### config.mk
export PLATFORM = sky130hd
export DESIGN_NAME = usb_frame_aux_control
export DESIGN_NICKNAME = d
export VERILOG_FILES = /design/src/include/ufa_pkg.sv /design/src/include/ufa_filt_if.sv /design/src/usb_frame_aux_control.sv /design/src/ufa_line_filter.sv
export SDC_FILE = /design/constraint.sdc
export NUM_CORES = 1
export LEC_CHECK = 0
export BUFFER_PORTS_ARGS = -buffer_cell sky130_fd_sc_hd__buf_2
export CAP_MARGIN = 20
export CORE_MARGIN = 3
export CORE_UTILIZATION = 54
export CTS_CLUSTER_DIAMETER = 120
export DETAILED_ROUTE_END_ITERATION = 8
export GPL_TIMING_DRIVEN = 0
export PLACE_DENSITY = 0.82
export SLEW_MARGIN = 20
export SYNTH_ARGS = -nofsm -noshare
export SYNTH_HDL_FRONTEND = slang
export SYNTH_SLANG_ARGS = --single-unit
export TNS_END_PERCENT = 10
### constraint.sdc
create_clock -name clock -period 3.2 [get_ports clock]
set_input_delay 0.48 -clock clock [delete_from_list [all_inputs] [get_ports clock]]
set_output_delay 0.48 -clock clock [all_outputs]
set_load 0.02 [all_outputs]
### src/include/ufa_pkg.sv
package ufa_pkg;
  // ==========================================================
  // register map (byte addresses, one aligned word each)
  localparam logic [7:0] EP_MATCH_ADDR = 8'h34;
  localparam logic [7:0] OTG_MASK_ADDR = 8'h38;
  localparam logic [7:0] PWR_SIG_ADDR = 8'h3C;
  localparam logic [7:0] PHY_CTRL_ADDR = 8'h40;
  localparam logic [7:0] IRQ_STAT_ADDR = 8'h44;
  localparam logic [7:0] IRQ_MASK_ADDR = 8'h48;
  localparam logic [7:0] LINE_STAT_ADDR = 8'h4C;
  // ==========================================================
  // writable bits of each register, reset values
  localparam logic [31:0] EP_MATCH_WMASK = 32'h0000_FFFF;
  localparam logic [31:0] OTG_MASK_WMASK = 32'hFFFF_FFFF;
  localparam logic [31:0] PWR_SIG_WMASK = 32'h0000_01FF;
  localparam logic [31:0] PHY_CTRL_WMASK = 32'h0004_3FF0;
  localparam logic [31:0] IRQ_WMASK = 32'h0000_0007;
  localparam logic [31:0] REG_RESET = 32'h0000_0000;
  // ==========================================================
  // field positions
  localparam int PWR_VALID_BIT = 8;
  localparam int PHY_PD_OFF_BIT = 18;
  localparam int PHY_SE0_BIT = 13;
  localparam int PHY_K_BIT = 12;
  localparam int PHY_SHIFT_LSB = 8;
  localparam int PHY_HW_SUSP_BIT = 7;
  localparam int PHY_CONF_LSB = 4;
  localparam int IRQ_K_BIT = 0;
  localparam int IRQ_SE0_BIT = 1;
  localparam int IRQ_LINE_BIT = 2;
  localparam logic [4:0] EP_SPECIAL_FLAG = 5'h10;
  // ==========================================================
  // line state codes and filter sizing
  localparam logic [1:0] LINE_SE0 = 2'h0;
  localparam logic [1:0] LINE_K = 2'h2;
  localparam int FILT_CNT_W = 16;
  typedef enum logic [0:0]
  {
    SUSP_AWAKE = 1'b0,
    SUSP_ASLEEP = 1'b1
  } ufa_susp_e;
endpackage : ufa_pkg

### src/include/ufa_filt_if.sv
`timescale 1ns/100ps
interface ufa_filt_if;
  logic [3:0] log2Clocks;
  logic [1:0] lineSync;
  logic [1:0] lineFilt;
  logic lineChanged;
  modport ctrl
  (
    output log2Clocks,
    output lineSync,
    input lineFilt,
    input lineChanged
  );
  modport filt
  (
    input log2Clocks,
    input lineSync,
    output lineFilt,
    output lineChanged
  );
endinterface : ufa_filt_if

### src/usb_frame_aux_control.sv
// The implementer's own choice: the Wishbone register port.
`timescale 1ns/100ps
// How it works
// - sixteen-bit endpoint mask, zero at reset, read/write
// - masked received endpoint leaves with 0x10 set
// - full 32-bit on-the-go mask, zero at reset
// - power data byte plus valid bit 8
// - control bit 18 disables data-line pulldowns
// - SE0 auto-resume sets bit 13, write zero clears
// - K auto-resume sets bit 12, write zero clears
// - line change passes after 2^n + 1 stable clocks
// - bit 7 enables hardware suspend/resume handling
// - bits 6:4 drive the three PHY config pins
module usb_frame_aux_control
(
  // clock and reset
  input wire logic clock,
  input wire logic sys_rst,
  // wishbone slave
  input wire logic wb_cyc_i,
  input wire logic wb_stb_i,
  input wire logic wb_we_i,
  input wire logic [7:0] wb_adr_i,
  input wire logic [3:0] wb_sel_i,
  input wire logic [31:0] wb_dat_i,
  output logic [31:0] wb_dat_o,
  output logic wb_ack_o,
  // receive endpoint path
  input wire logic [3:0] rxEndpoint,
  input wire logic rxEndpointValid,
  output logic [4:0] rxPortEndpoint,
  output logic rxPortValid,
  // phy line state and suspend
  input wire logic [1:0] lineStatePin,
  input wire logic suspendRequest,
  output logic phySuspendN,
  output logic [1:0] lineStateFiltered,
  // phy pins
  output logic usbDataPortAPulldown,
  output logic usbDataPortBPulldown,
  output logic [2:0] phyConfigPins,
  // power signalling and on-the-go
  output logic [7:0] powerSignalData,
  output logic powerSignalValid,
  output logic [31:0] onTheGoFlagMask,
  // interrupt
  output logic irq
);
  // ==========================================================
  // declarations
  logic [31:0] epMatch_r;
  logic [31:0] epMatch_nxt;
  logic [31:0] otgMask_r;
  logic [31:0] otgMask_nxt;
  logic [31:0] pwrSig_r;
  logic [31:0] pwrSig_nxt;
  logic [31:0] phyCtrl_r;
  logic [31:0] phyCtrl_nxt;
  logic [31:0] irqStat_r;
  logic [31:0] irqStat_nxt;
  logic [31:0] irqMask_r;
  logic [31:0] irqMask_nxt;
  logic ack_r;
  logic ack_nxt;
  logic [31:0] datOut_r;
  logic [31:0] datOut_nxt;
  logic [4:0] rxEp_r;
  logic [4:0] rxEp_nxt;
  logic rxValid_r;
  logic rxValid_nxt;
  logic [1:0] lineMeta_r;
  logic [1:0] lineSync_r;
  ufa_pkg::ufa_susp_e susp_r;
  ufa_pkg::ufa_susp_e susp_nxt;
  logic req;
  logic commit;
  logic wrCommit;
  logic rdCommit;
  logic resumeK;
  logic resumeSe0;
  logic [31:0] readMux;

  ufa_filt_if filtBus ();

  // ==========================================================
  // helpers
  // byte-lane merge limited to writable bits
  function automatic logic [31:0] wmerge
  (
    input logic [31:0] old,
    input logic [31:0] wdata,
    input logic [3:0] sel,
    input logic [31:0] wmask
  );
    logic [31:0] lanes;
    lanes = {{8{sel[3]}}, {8{sel[2]}}, {8{sel[1]}}, {8{sel[0]}}};
    wmerge = (old & ~(lanes & wmask)) | (wdata & lanes & wmask);
  endfunction : wmerge

  function automatic logic hit
  (
    input logic [7:0] adr,
    input logic [7:0] target
  );
    hit = adr[7:2] == target[7:2];
  endfunction : hit

  // ==========================================================
  // bus handshake
  // ack follows one cycle after the request; write and read-clear
  // take effect on the edge that the master samples ack
  assign req = wb_cyc_i & wb_stb_i;
  assign commit = req & ack_r;
  assign wrCommit = commit & wb_we_i;
  assign rdCommit = commit & ~wb_we_i;

  always_comb
  begin
    readMux = 32'h0000_0000;
    if (hit(wb_adr_i, ufa_pkg::EP_MATCH_ADDR))
      readMux = epMatch_r;
    else if (hit(wb_adr_i, ufa_pkg::OTG_MASK_ADDR))
      readMux = otgMask_r;
    else if (hit(wb_adr_i, ufa_pkg::PWR_SIG_ADDR))
      readMux = pwrSig_r;
    else if (hit(wb_adr_i, ufa_pkg::PHY_CTRL_ADDR))
      readMux = phyCtrl_r;
    else if (hit(wb_adr_i, ufa_pkg::IRQ_STAT_ADDR))
      readMux = irqStat_r;
    else if (hit(wb_adr_i, ufa_pkg::IRQ_MASK_ADDR))
      readMux = irqMask_r;
    else if (hit(wb_adr_i, ufa_pkg::LINE_STAT_ADDR))
      readMux = {30'h0000_0000, filtBus.lineFilt};
    ack_nxt = req & ~ack_r;
    datOut_nxt = (req & ~ack_r & ~wb_we_i) ? readMux : 32'h0000_0000;
  end

  always_ff @(posedge clock)
  begin
    if (sys_rst)
    begin
      ack_r <= 1'b0;
      datOut_r <= ufa_pkg::REG_RESET;
    end
    else
    begin
      ack_r <= ack_nxt;
      datOut_r <= datOut_nxt;
    end
  end

  // ==========================================================
  // line state synchroniser and filter
  always_ff @(posedge clock)
  begin
    if (sys_rst)
    begin
      lineMeta_r <= 2'h0;
      lineSync_r <= 2'h0;
    end
    else
    begin
      lineMeta_r <= lineStatePin;
      lineSync_r <= lineMeta_r;
    end
  end

  assign filtBus.lineSync = lineSync_r;
  assign filtBus.log2Clocks = phyCtrl_r[ufa_pkg::PHY_SHIFT_LSB +: 4];

  ufa_line_filter lineFilter
  (
    .clock(clock),
    .sys_rst(sys_rst),
    .fl(filtBus.filt)
  );

  // ==========================================================
  // suspend controller
  // without the enable software polls the filtered line state
  always_comb
  begin
    susp_nxt = susp_r;
    resumeK = 1'b0;
    resumeSe0 = 1'b0;
    case (susp_r)
      ufa_pkg::SUSP_AWAKE:
      begin
        if (phyCtrl_r[ufa_pkg::PHY_HW_SUSP_BIT] && suspendRequest)
          susp_nxt = ufa_pkg::SUSP_ASLEEP;
      end
      ufa_pkg::SUSP_ASLEEP:
      begin
        if (!phyCtrl_r[ufa_pkg::PHY_HW_SUSP_BIT])
          susp_nxt = ufa_pkg::SUSP_AWAKE;
        else if (filtBus.lineChanged && filtBus.lineFilt == ufa_pkg::LINE_K)
        begin
          resumeK = 1'b1;
          susp_nxt = ufa_pkg::SUSP_AWAKE;
        end
        else if (filtBus.lineChanged &&
                 filtBus.lineFilt == ufa_pkg::LINE_SE0)
        begin
          resumeSe0 = 1'b1;
          susp_nxt = ufa_pkg::SUSP_AWAKE;
        end
      end
      default:
        susp_nxt = ufa_pkg::SUSP_AWAKE;
    endcase
  end

  always_ff @(posedge clock)
  begin
    if (sys_rst)
      susp_r <= ufa_pkg::SUSP_AWAKE;
    else
      susp_r <= susp_nxt;
  end

  // ==========================================================
  // registers
  // hardware set wins over a software clear in the same cycle
  always_comb
  begin
    epMatch_nxt = epMatch_r;
    otgMask_nxt = otgMask_r;
    pwrSig_nxt = pwrSig_r;
    phyCtrl_nxt = phyCtrl_r;
    irqMask_nxt = irqMask_r;
    irqStat_nxt = irqStat_r;
    if (wrCommit && hit(wb_adr_i, ufa_pkg::EP_MATCH_ADDR))
      epMatch_nxt = wmerge(epMatch_r, wb_dat_i, wb_sel_i,
                           ufa_pkg::EP_MATCH_WMASK);
    if (wrCommit && hit(wb_adr_i, ufa_pkg::OTG_MASK_ADDR))
      otgMask_nxt = wmerge(otgMask_r, wb_dat_i, wb_sel_i,
                           ufa_pkg::OTG_MASK_WMASK);
    if (wrCommit && hit(wb_adr_i, ufa_pkg::PWR_SIG_ADDR))
      pwrSig_nxt = wmerge(pwrSig_r, wb_dat_i, wb_sel_i,
                          ufa_pkg::PWR_SIG_WMASK);
    if (wrCommit && hit(wb_adr_i, ufa_pkg::PHY_CTRL_ADDR))
      phyCtrl_nxt = wmerge(phyCtrl_r, wb_dat_i, wb_sel_i,
                           ufa_pkg::PHY_CTRL_WMASK);
    if (wrCommit && hit(wb_adr_i, ufa_pkg::IRQ_MASK_ADDR))
      irqMask_nxt = wmerge(irqMask_r, wb_dat_i, wb_sel_i,
                           ufa_pkg::IRQ_WMASK);
    // clear only what the read returned: an event landing between the
    // latch edge and the ack edge stays pending instead of being lost
    if (rdCommit && hit(wb_adr_i, ufa_pkg::IRQ_STAT_ADDR))
      irqStat_nxt = irqStat_r & ~datOut_r;
    if (resumeK)
    begin
      phyCtrl_nxt[ufa_pkg::PHY_K_BIT] = 1'b1;
      irqStat_nxt[ufa_pkg::IRQ_K_BIT] = 1'b1;
    end
    if (resumeSe0)
    begin
      phyCtrl_nxt[ufa_pkg::PHY_SE0_BIT] = 1'b1;
      irqStat_nxt[ufa_pkg::IRQ_SE0_BIT] = 1'b1;
    end
    if (filtBus.lineChanged)
      irqStat_nxt[ufa_pkg::IRQ_LINE_BIT] = 1'b1;
  end

  always_ff @(posedge clock)
  begin
    if (sys_rst)
    begin
      epMatch_r <= ufa_pkg::REG_RESET;
      otgMask_r <= ufa_pkg::REG_RESET;
      pwrSig_r <= ufa_pkg::REG_RESET;
      phyCtrl_r <= ufa_pkg::REG_RESET;
      irqStat_r <= ufa_pkg::REG_RESET;
      irqMask_r <= ufa_pkg::REG_RESET;
    end
    else
    begin
      epMatch_r <= epMatch_nxt;
      otgMask_r <= otgMask_nxt;
      pwrSig_r <= pwrSig_nxt;
      phyCtrl_r <= phyCtrl_nxt;
      irqStat_r <= irqStat_nxt;
      irqMask_r <= irqMask_nxt;
    end
  end

  // ==========================================================
  // receive endpoint tagging
  always_comb
  begin
    rxValid_nxt = rxEndpointValid;
    rxEp_nxt = rxEp_r;
    if (rxEndpointValid)
    begin
      rxEp_nxt = {1'b0, rxEndpoint};
      if (epMatch_r[rxEndpoint])
        rxEp_nxt = rxEp_nxt | ufa_pkg::EP_SPECIAL_FLAG;
    end
  end

  always_ff @(posedge clock)
  begin
    if (sys_rst)
    begin
      rxEp_r <= 5'h00;
      rxValid_r <= 1'b0;
    end
    else
    begin
      rxEp_r <= rxEp_nxt;
      rxValid_r <= rxValid_nxt;
    end
  end

  // ==========================================================
  // outputs
  assign wb_dat_o = datOut_r;
  assign wb_ack_o = ack_r;
  assign rxPortEndpoint = rxEp_r;
  assign rxPortValid = rxValid_r;
  assign phySuspendN = (susp_r == ufa_pkg::SUSP_AWAKE);
  assign lineStateFiltered = filtBus.lineFilt;
  assign usbDataPortAPulldown = ~phyCtrl_r[ufa_pkg::PHY_PD_OFF_BIT];
  assign usbDataPortBPulldown = ~phyCtrl_r[ufa_pkg::PHY_PD_OFF_BIT];
  assign phyConfigPins = phyCtrl_r[ufa_pkg::PHY_CONF_LSB +: 3];
  assign powerSignalData = pwrSig_r[7:0];
  assign powerSignalValid = pwrSig_r[ufa_pkg::PWR_VALID_BIT];
  assign onTheGoFlagMask = otgMask_r;
  assign irq = |(irqStat_r & irqMask_r);
endmodule : usb_frame_aux_control

### src/ufa_line_filter.sv
`timescale 1ns/100ps
module ufa_line_filter
(
  // clock and reset
  input wire logic clock,
  input wire logic sys_rst,
  // control side
  ufa_filt_if.filt fl
);
  logic [1:0] cand_r;
  logic [1:0] cand_nxt;
  logic [1:0] filt_r;
  logic [1:0] filt_nxt;
  logic [ufa_pkg::FILT_CNT_W-1:0] cnt_r;
  logic [ufa_pkg::FILT_CNT_W-1:0] cnt_nxt;
  logic chg_r;
  logic chg_nxt;
  logic [ufa_pkg::FILT_CNT_W-1:0] limit;

  // ==========================================================
  // persistence filter
  // a new level must hold 2^n + 1 clocks; any bounce restarts the count
  always_comb
  begin
    limit = ufa_pkg::FILT_CNT_W'(1) << fl.log2Clocks;
    cand_nxt = fl.lineSync;
    filt_nxt = filt_r;
    cnt_nxt = '0;
    chg_nxt = 1'b0;
    if (fl.lineSync != filt_r && fl.lineSync == cand_r)
    begin
      if (cnt_r + ufa_pkg::FILT_CNT_W'(1) >= limit)
      begin
        filt_nxt = cand_r;
        chg_nxt = 1'b1;
      end
      else
      begin
        cnt_nxt = cnt_r + ufa_pkg::FILT_CNT_W'(1);
      end
    end
  end

  always_ff @(posedge clock)
  begin
    if (sys_rst)
    begin
      cand_r <= 2'h0;
      filt_r <= 2'h0;
      cnt_r <= '0;
      chg_r <= 1'b0;
    end
    else
    begin
      cand_r <= cand_nxt;
      filt_r <= filt_nxt;
      cnt_r <= cnt_nxt;
      chg_r <= chg_nxt;
    end
  end

  assign fl.lineFilt = filt_r;
  assign fl.lineChanged = chg_r;
endmodule : ufa_line_filter

# After elaboration in Yosys (flattened, before gate mapping)
# Cells that the tools add are included.
# word_totals
reg_bits,257
inputBits,57
output_inout_bits,89
# classes
add_sub_neg,1
order_cmp,2
eq_ne,10
shift,1
muxes,30
bitwise,31
reduce_logical,21
# op_table
op,count
32-bit bitwise AND,8
32-bit two-way mux,6
32-bit NOT,2
16-bit NOT with 32-bit output,1
19-bit NOT with 32-bit output,1
3-bit NOT with 32-bit output,1
9-bit NOT with 32-bit output,1
32-bit by 16-bit OR with 32-bit output,1
32-bit by 19-bit OR with 32-bit output,1
32-bit by 3-bit OR with 32-bit output,1
32-bit OR,1
32-bit by 9-bit OR with 32-bit output,1
32-bit OR reduction,1
6-bit by 5-bit equality test with 1-bit output (second input constant),4
6-bit by 4-bit equality test with 1-bit output (second input constant),3
1-bit two-way mux,18
16-bit by 1-bit adder with 16-bit output (second input constant),1
16-bit >= comparator,1
1-bit by 4-bit left shift with 16-bit output (first input constant),1
14-bit two-way mux,1
1-bit logical AND,10
2-bit nonzero test,5
1-bit bitwise AND,6
4-bit by 6-bit < comparator with 1-bit output (second input constant),1
13 further kinds,19

# Longest topological paths before layout
# depth
word_depth,8
mapped_depth,12
ltp_nobuf,11

# Modules after synthesis
# From an unflattened synthesis, not the netlist that was laid out.
# unflattened
hier_cells,765
hier_area_um2,7255.7
# modules_own_cells
module,n_inst,cells_per_inst,area_each_um2,seq_area_each_um2
usb_frame_aux_control,1,609,5814.3,2942.8
ufa_line_filter,1,156,1441.4,420.4

# Worst setup path before layout
# No wires, ideal clock.
# synth_path
kind,reg2reg
startpoint,register lineFilter.cnt_r[2] (netlist name)
endpoint,register lineFilter.cnt_r[10] (netlist name)
setup_time_ns,0.066
t_arrival_ns,2.742
t_required_ns,3.134
path_slack_ns,0.392
path_stages_with_launch,13
path_buffers,1
synth_period_minus_slack_ns,2.808
cell_sequence,dfxtp_1 and4_1 and3_1 nand4_1 xnor2_1 ha_1 a21o_1 a21oi_1 nor2b_1 a2111oi_2 nand3_1 clkbuf_1 nor2b_1
# synth_via
elab_chain_cells,3
# synth_lines
element,line,text
from (decl),ufa_line_filter.sv:14,logic [ufa_pkg::FILT_CNT_W-1:0] cnt_r;
from (signal assigned),ufa_line_filter.sv:57,cnt_r <= cnt_nxt;
16-bit by 1-bit adder with 16-bit output *,"ufa_line_filter.sv:32, ufa_line_filter.sv:39",
16-bit >= comparator,ufa_line_filter.sv:32,if (cnt_r + ufa_pkg::FILT_CNT_W'(1) >= limit)
3-bit OR reduction (no source line),-,
# Mark *: on every way between the ends. The rest lies on a longest branch, timed or not.
# A chain may end at the register's enable or synchronous reset.

# Final worst setup path
# layout_path
startpoint,register lineFilter.cnt_r[2] (netlist name)
endpoint,register lineFilter.cnt_r[5] (netlist name)
# Same word-level chain as after synthesis.

==> results by group <==
Floorplanning
  – Core Region: 0.01226 sq mm
  – Initial Utilization: 0.5642
  – Num ports: 146
  – Row cnt: 40
  – Die height: 119.2 microns
  – Die area: 0.01421 sq mm
  – Die W: 119.2 microns

STA
  – Final Setup Violations: 0
  – Peak Freq: 329.2 MHz
  – Final Hold Viols: 0
  – Clk_skew: 0.008573 ns
  – Final count of pins violating max slew: 0
  – Hold_ws: 0.2638 ns
  – Worst rel slew slack: 0.5415
  – Worst-Margin Slew: 0.6878 ns
  – Crit path time final: 3.037 ns
  – Fin crit share: 0.9492

Drt
  – Residual DRC count: 0
  – Drt pass-1 iters: 8
  – First-iteration detailed-routing DRC count: 503
  – Avg WL per Cell: 17.73 microns
  – Vias per cell: 5.737
  – Post-route ant nets: 0
  – Final wirelength: 19,620 microns
  – Total number of vias: 6,351

Synth
  – Xor/xnor share of the synthesized area: 0.02279
  – Number of synthesized flops with an enable pin: 0
  – Asr flop ratio synth: 0
  – Post-synthesis simple-gate area fraction: 0.2100
  – Flops & latches, synth: 168
  – Area of the mapped netlist: 0.006918 sq mm
  – Synth cell count leaders: dfxtp_1 (168), a21oi_1 (100), nand2_1 (79)
  – Yosys cell types: 41
  – Avg Cell Area, Syn: 8.996 sq um
  – Cells after Synth: 769
  – Synth Net Count: 843
  – Adder-Cell Fraction of Synth Area: 0.03075
  – Top-count cell post-synth: dfxtp_1
  – Share of the synthesized area in the top cell type: 0.4862
  – Leading area contributor after synthesis: dfxtp_1
  – Post-synthesis sequential area ratio: 0.4862
  – Largest family of logic cells by synthesized area: simple AND/OR/NAND/NOR gates
  – Synth Area in Compound Gates: 0.1329
  – Fraction of synthesized area in multiplexers: 0.07886
  – Top FF cell, synth: dfxtp_1
  – Yosys warnings: 0
  – Main area contributors after synthesis: dfxtp_1 (49%), a21oi_1 (7.2%), mux2i_1 (5.9%), nand2_1 (4.3%), nand3_1 (4.0%)

Power
  – Leak pwr: 3.526 nW
  – IR drop worst, VDD: 0.0005330 V
  – Pwr dens: 513.9 mW/mm^2

Worst setup path
  – WS Path Type: reg2reg
  – Worst stage delay on the critical path: 0.41 ns
  – Startpoint type of the worst setup path: register
  – R2R depth: 12
  – Critical path, cell by cell: and4_2 > and3_2 > nand4_1 > xnor2_2 > ha_1 > a21o_1 > a21oi_1 > nor2b_1 > a2111oi_4 > nand3_2 > buf_6 > nor2b_1
  – Worst EP arrival: 3.39 ns
  – CP endpoint: lineFilter.cnt_r[5]
  – CP Launch Point: lineFilter.cnt_r[2]
  – R2r startpoint: lineFilter.cnt_r[2]
  – CP Capture Type: register
  – Worst reg2reg endpoint: lineFilter.cnt_r[5]
  – CP dominant cell by count: nor2b_1
  – WP data required: 3.55 ns
  – Worst-path maximum fanout: 10
  – Worst reg2reg setup slack: 0.16 ns
  – CP max stage cell: dfxtp_1

Placement
  – Routability cong.: 0.9345
  – PortBufs: 139
  – Post-DP Area: 0.007824 sq mm
  – DP Wirelength: 14,230 microns

GRT
  – Global-route wire length before repair: 30,740 microns
  – Total gr overflow: 0
  – Largest net degree at the start of global routing: 17
  – Initial antenna violation count: 0
  – Overall routing resource usage: 0.2723
  – Vias in the first global route: 6,032

Clock tree
  – Clk slew on worst S/H paths: 0.06 ns
  – TritonCTS Sinks: 168
  – CTS max path bufs: 2
  – H-tree depth: 4
  – Skew-Pair Late Insertion Delay: 0.42 ns
  – Root buf cell: clkbuf_16
  – TritonCTS clock tree: done
  – Inserted Clock Buffers: 17

Run
  – Max-cap viol count: 0

Finish
  – NumNets Final: 1,003
  – Antenna fix cells: 0
  – Layout cells sized above 1: 0.2098
  – Post-route cell area: 0.008484 sq mm
  – Area growth syn-to-layout: 22.64%

Outcome
  – Status: complete, no violations

Min path
  – Worst hold path class: in2reg
cell usage in the layout, fill, tap and decap left out, types with 32 or more instances in the layout:
cell and n:
nand2_1 79, a21oi_1 100, dfxtp_1 168, nand3_1 54, mux2i_1 41, nand2b_1 34
a22oi_1 33, clkbuf_1 47, nor2_1 68, nor2b_1 32, buf_2 148
worst min path at each step:
stage | end | cells past startpoint | from | slack, ns
2_1_floorplan | filtBus.lineSync[0] | 1 | lineMeta_r[0] | 0.41
3_3_place_gp | irqStat_r[31] | 1 | wb_dat_o[31] | 0.40
3_5_place_dp | irqStat_r[10] | 1 | wb_dat_o[10] | 0.41
4_1_cts | lineMeta_r[1] | 2 | lineStatePin[1] | 0.26
5_1_grt | lineMeta_r[0] | 2 | lineStatePin[0] | 0.26
6_report | lineMeta_r[1] | 2 | lineStatePin[1] | 0.26
area by class of cell:
cell class                 instances  area (sq um)
sequential                       168          3363
buffer                            58         255.2
inverter                           5         18.77
fill                             963          3777
timing repair buffer             141         710.7
clock inverter                     7         145.1
multi-input combinational        538          3327
tap                              168         210.2
clock buffer                      22         454.2
metrics by stage:
| step | setup slack (ns) | setup TNS [ns] | instances | utilization | total power (W) |
|---|---|---|---|---|---|
| finish | 0.1626 | 0 | 1107 | 0.6919 | 0.004360 |
| detailed placement | -0.2319 | -2.124 | 1076 | 0.6381 | 0.002294 |
| global placement | -0.1728 | -1.672 | 1076 | 0.6381 | 0.002292 |
| global route | -0.01503 | -0.04035 | 1107 | 0.6919 | 0.004470 |
| floorplan | 0.3921 | 0 | 769 | - | 0.002219 |
| CTS | 0.04185 | 0 | 1105 | 0.6893 | 0.004370 |
timing repair:
action                                 CTS  global route
setup endpoints to repair               10            10
buffers inserted                         0             2
pin swaps                                0             5
hold buffers                             0             0
endpoints found under the hold margin    0             0
cloned                                   0             0
resized for setup                        7             5
report_power, final:
part,internal [W],switching (W),total (W)
Combinational,0.0000546,0.0000912,0.000146
Clock,0.00132,0.000792,0.00211
Sequential,0.00210,0.00000467,0.00210
critical path: cells and delay by family (launching register included):
kind                     cells  cell delay, ns
XOR/XNOR                     1            0.18
adder cells (fa/ha/maj)      1            0.32
AND/OR/NAND/NOR              6            1.22
flip-flops                   1            0.41
buffers and inverters        1            0.22
AO/OA/AOI/OAI                3            0.62
kinds of logic after synthesis:
| family | after synthesis |
|---|---|
| mux | 48 |
| simple gates | 299 |
| buf+inv | 63 |
| xor+xnor | 18 |
| flops | 168 |
| fa+ha+maj | 17 |
| compound gates | 156 |
layer usage:
layer  global-route usage  vias up  wire length (microns)
li1                     -     2992                      -
met1               0.3455     3034                   8020
met2               0.4535      280                   9669
met3              0.06030       45                   1410
met4               0.1021        0                    522
met5                    0        -                      0
Power figures use the tool's default switching activity.
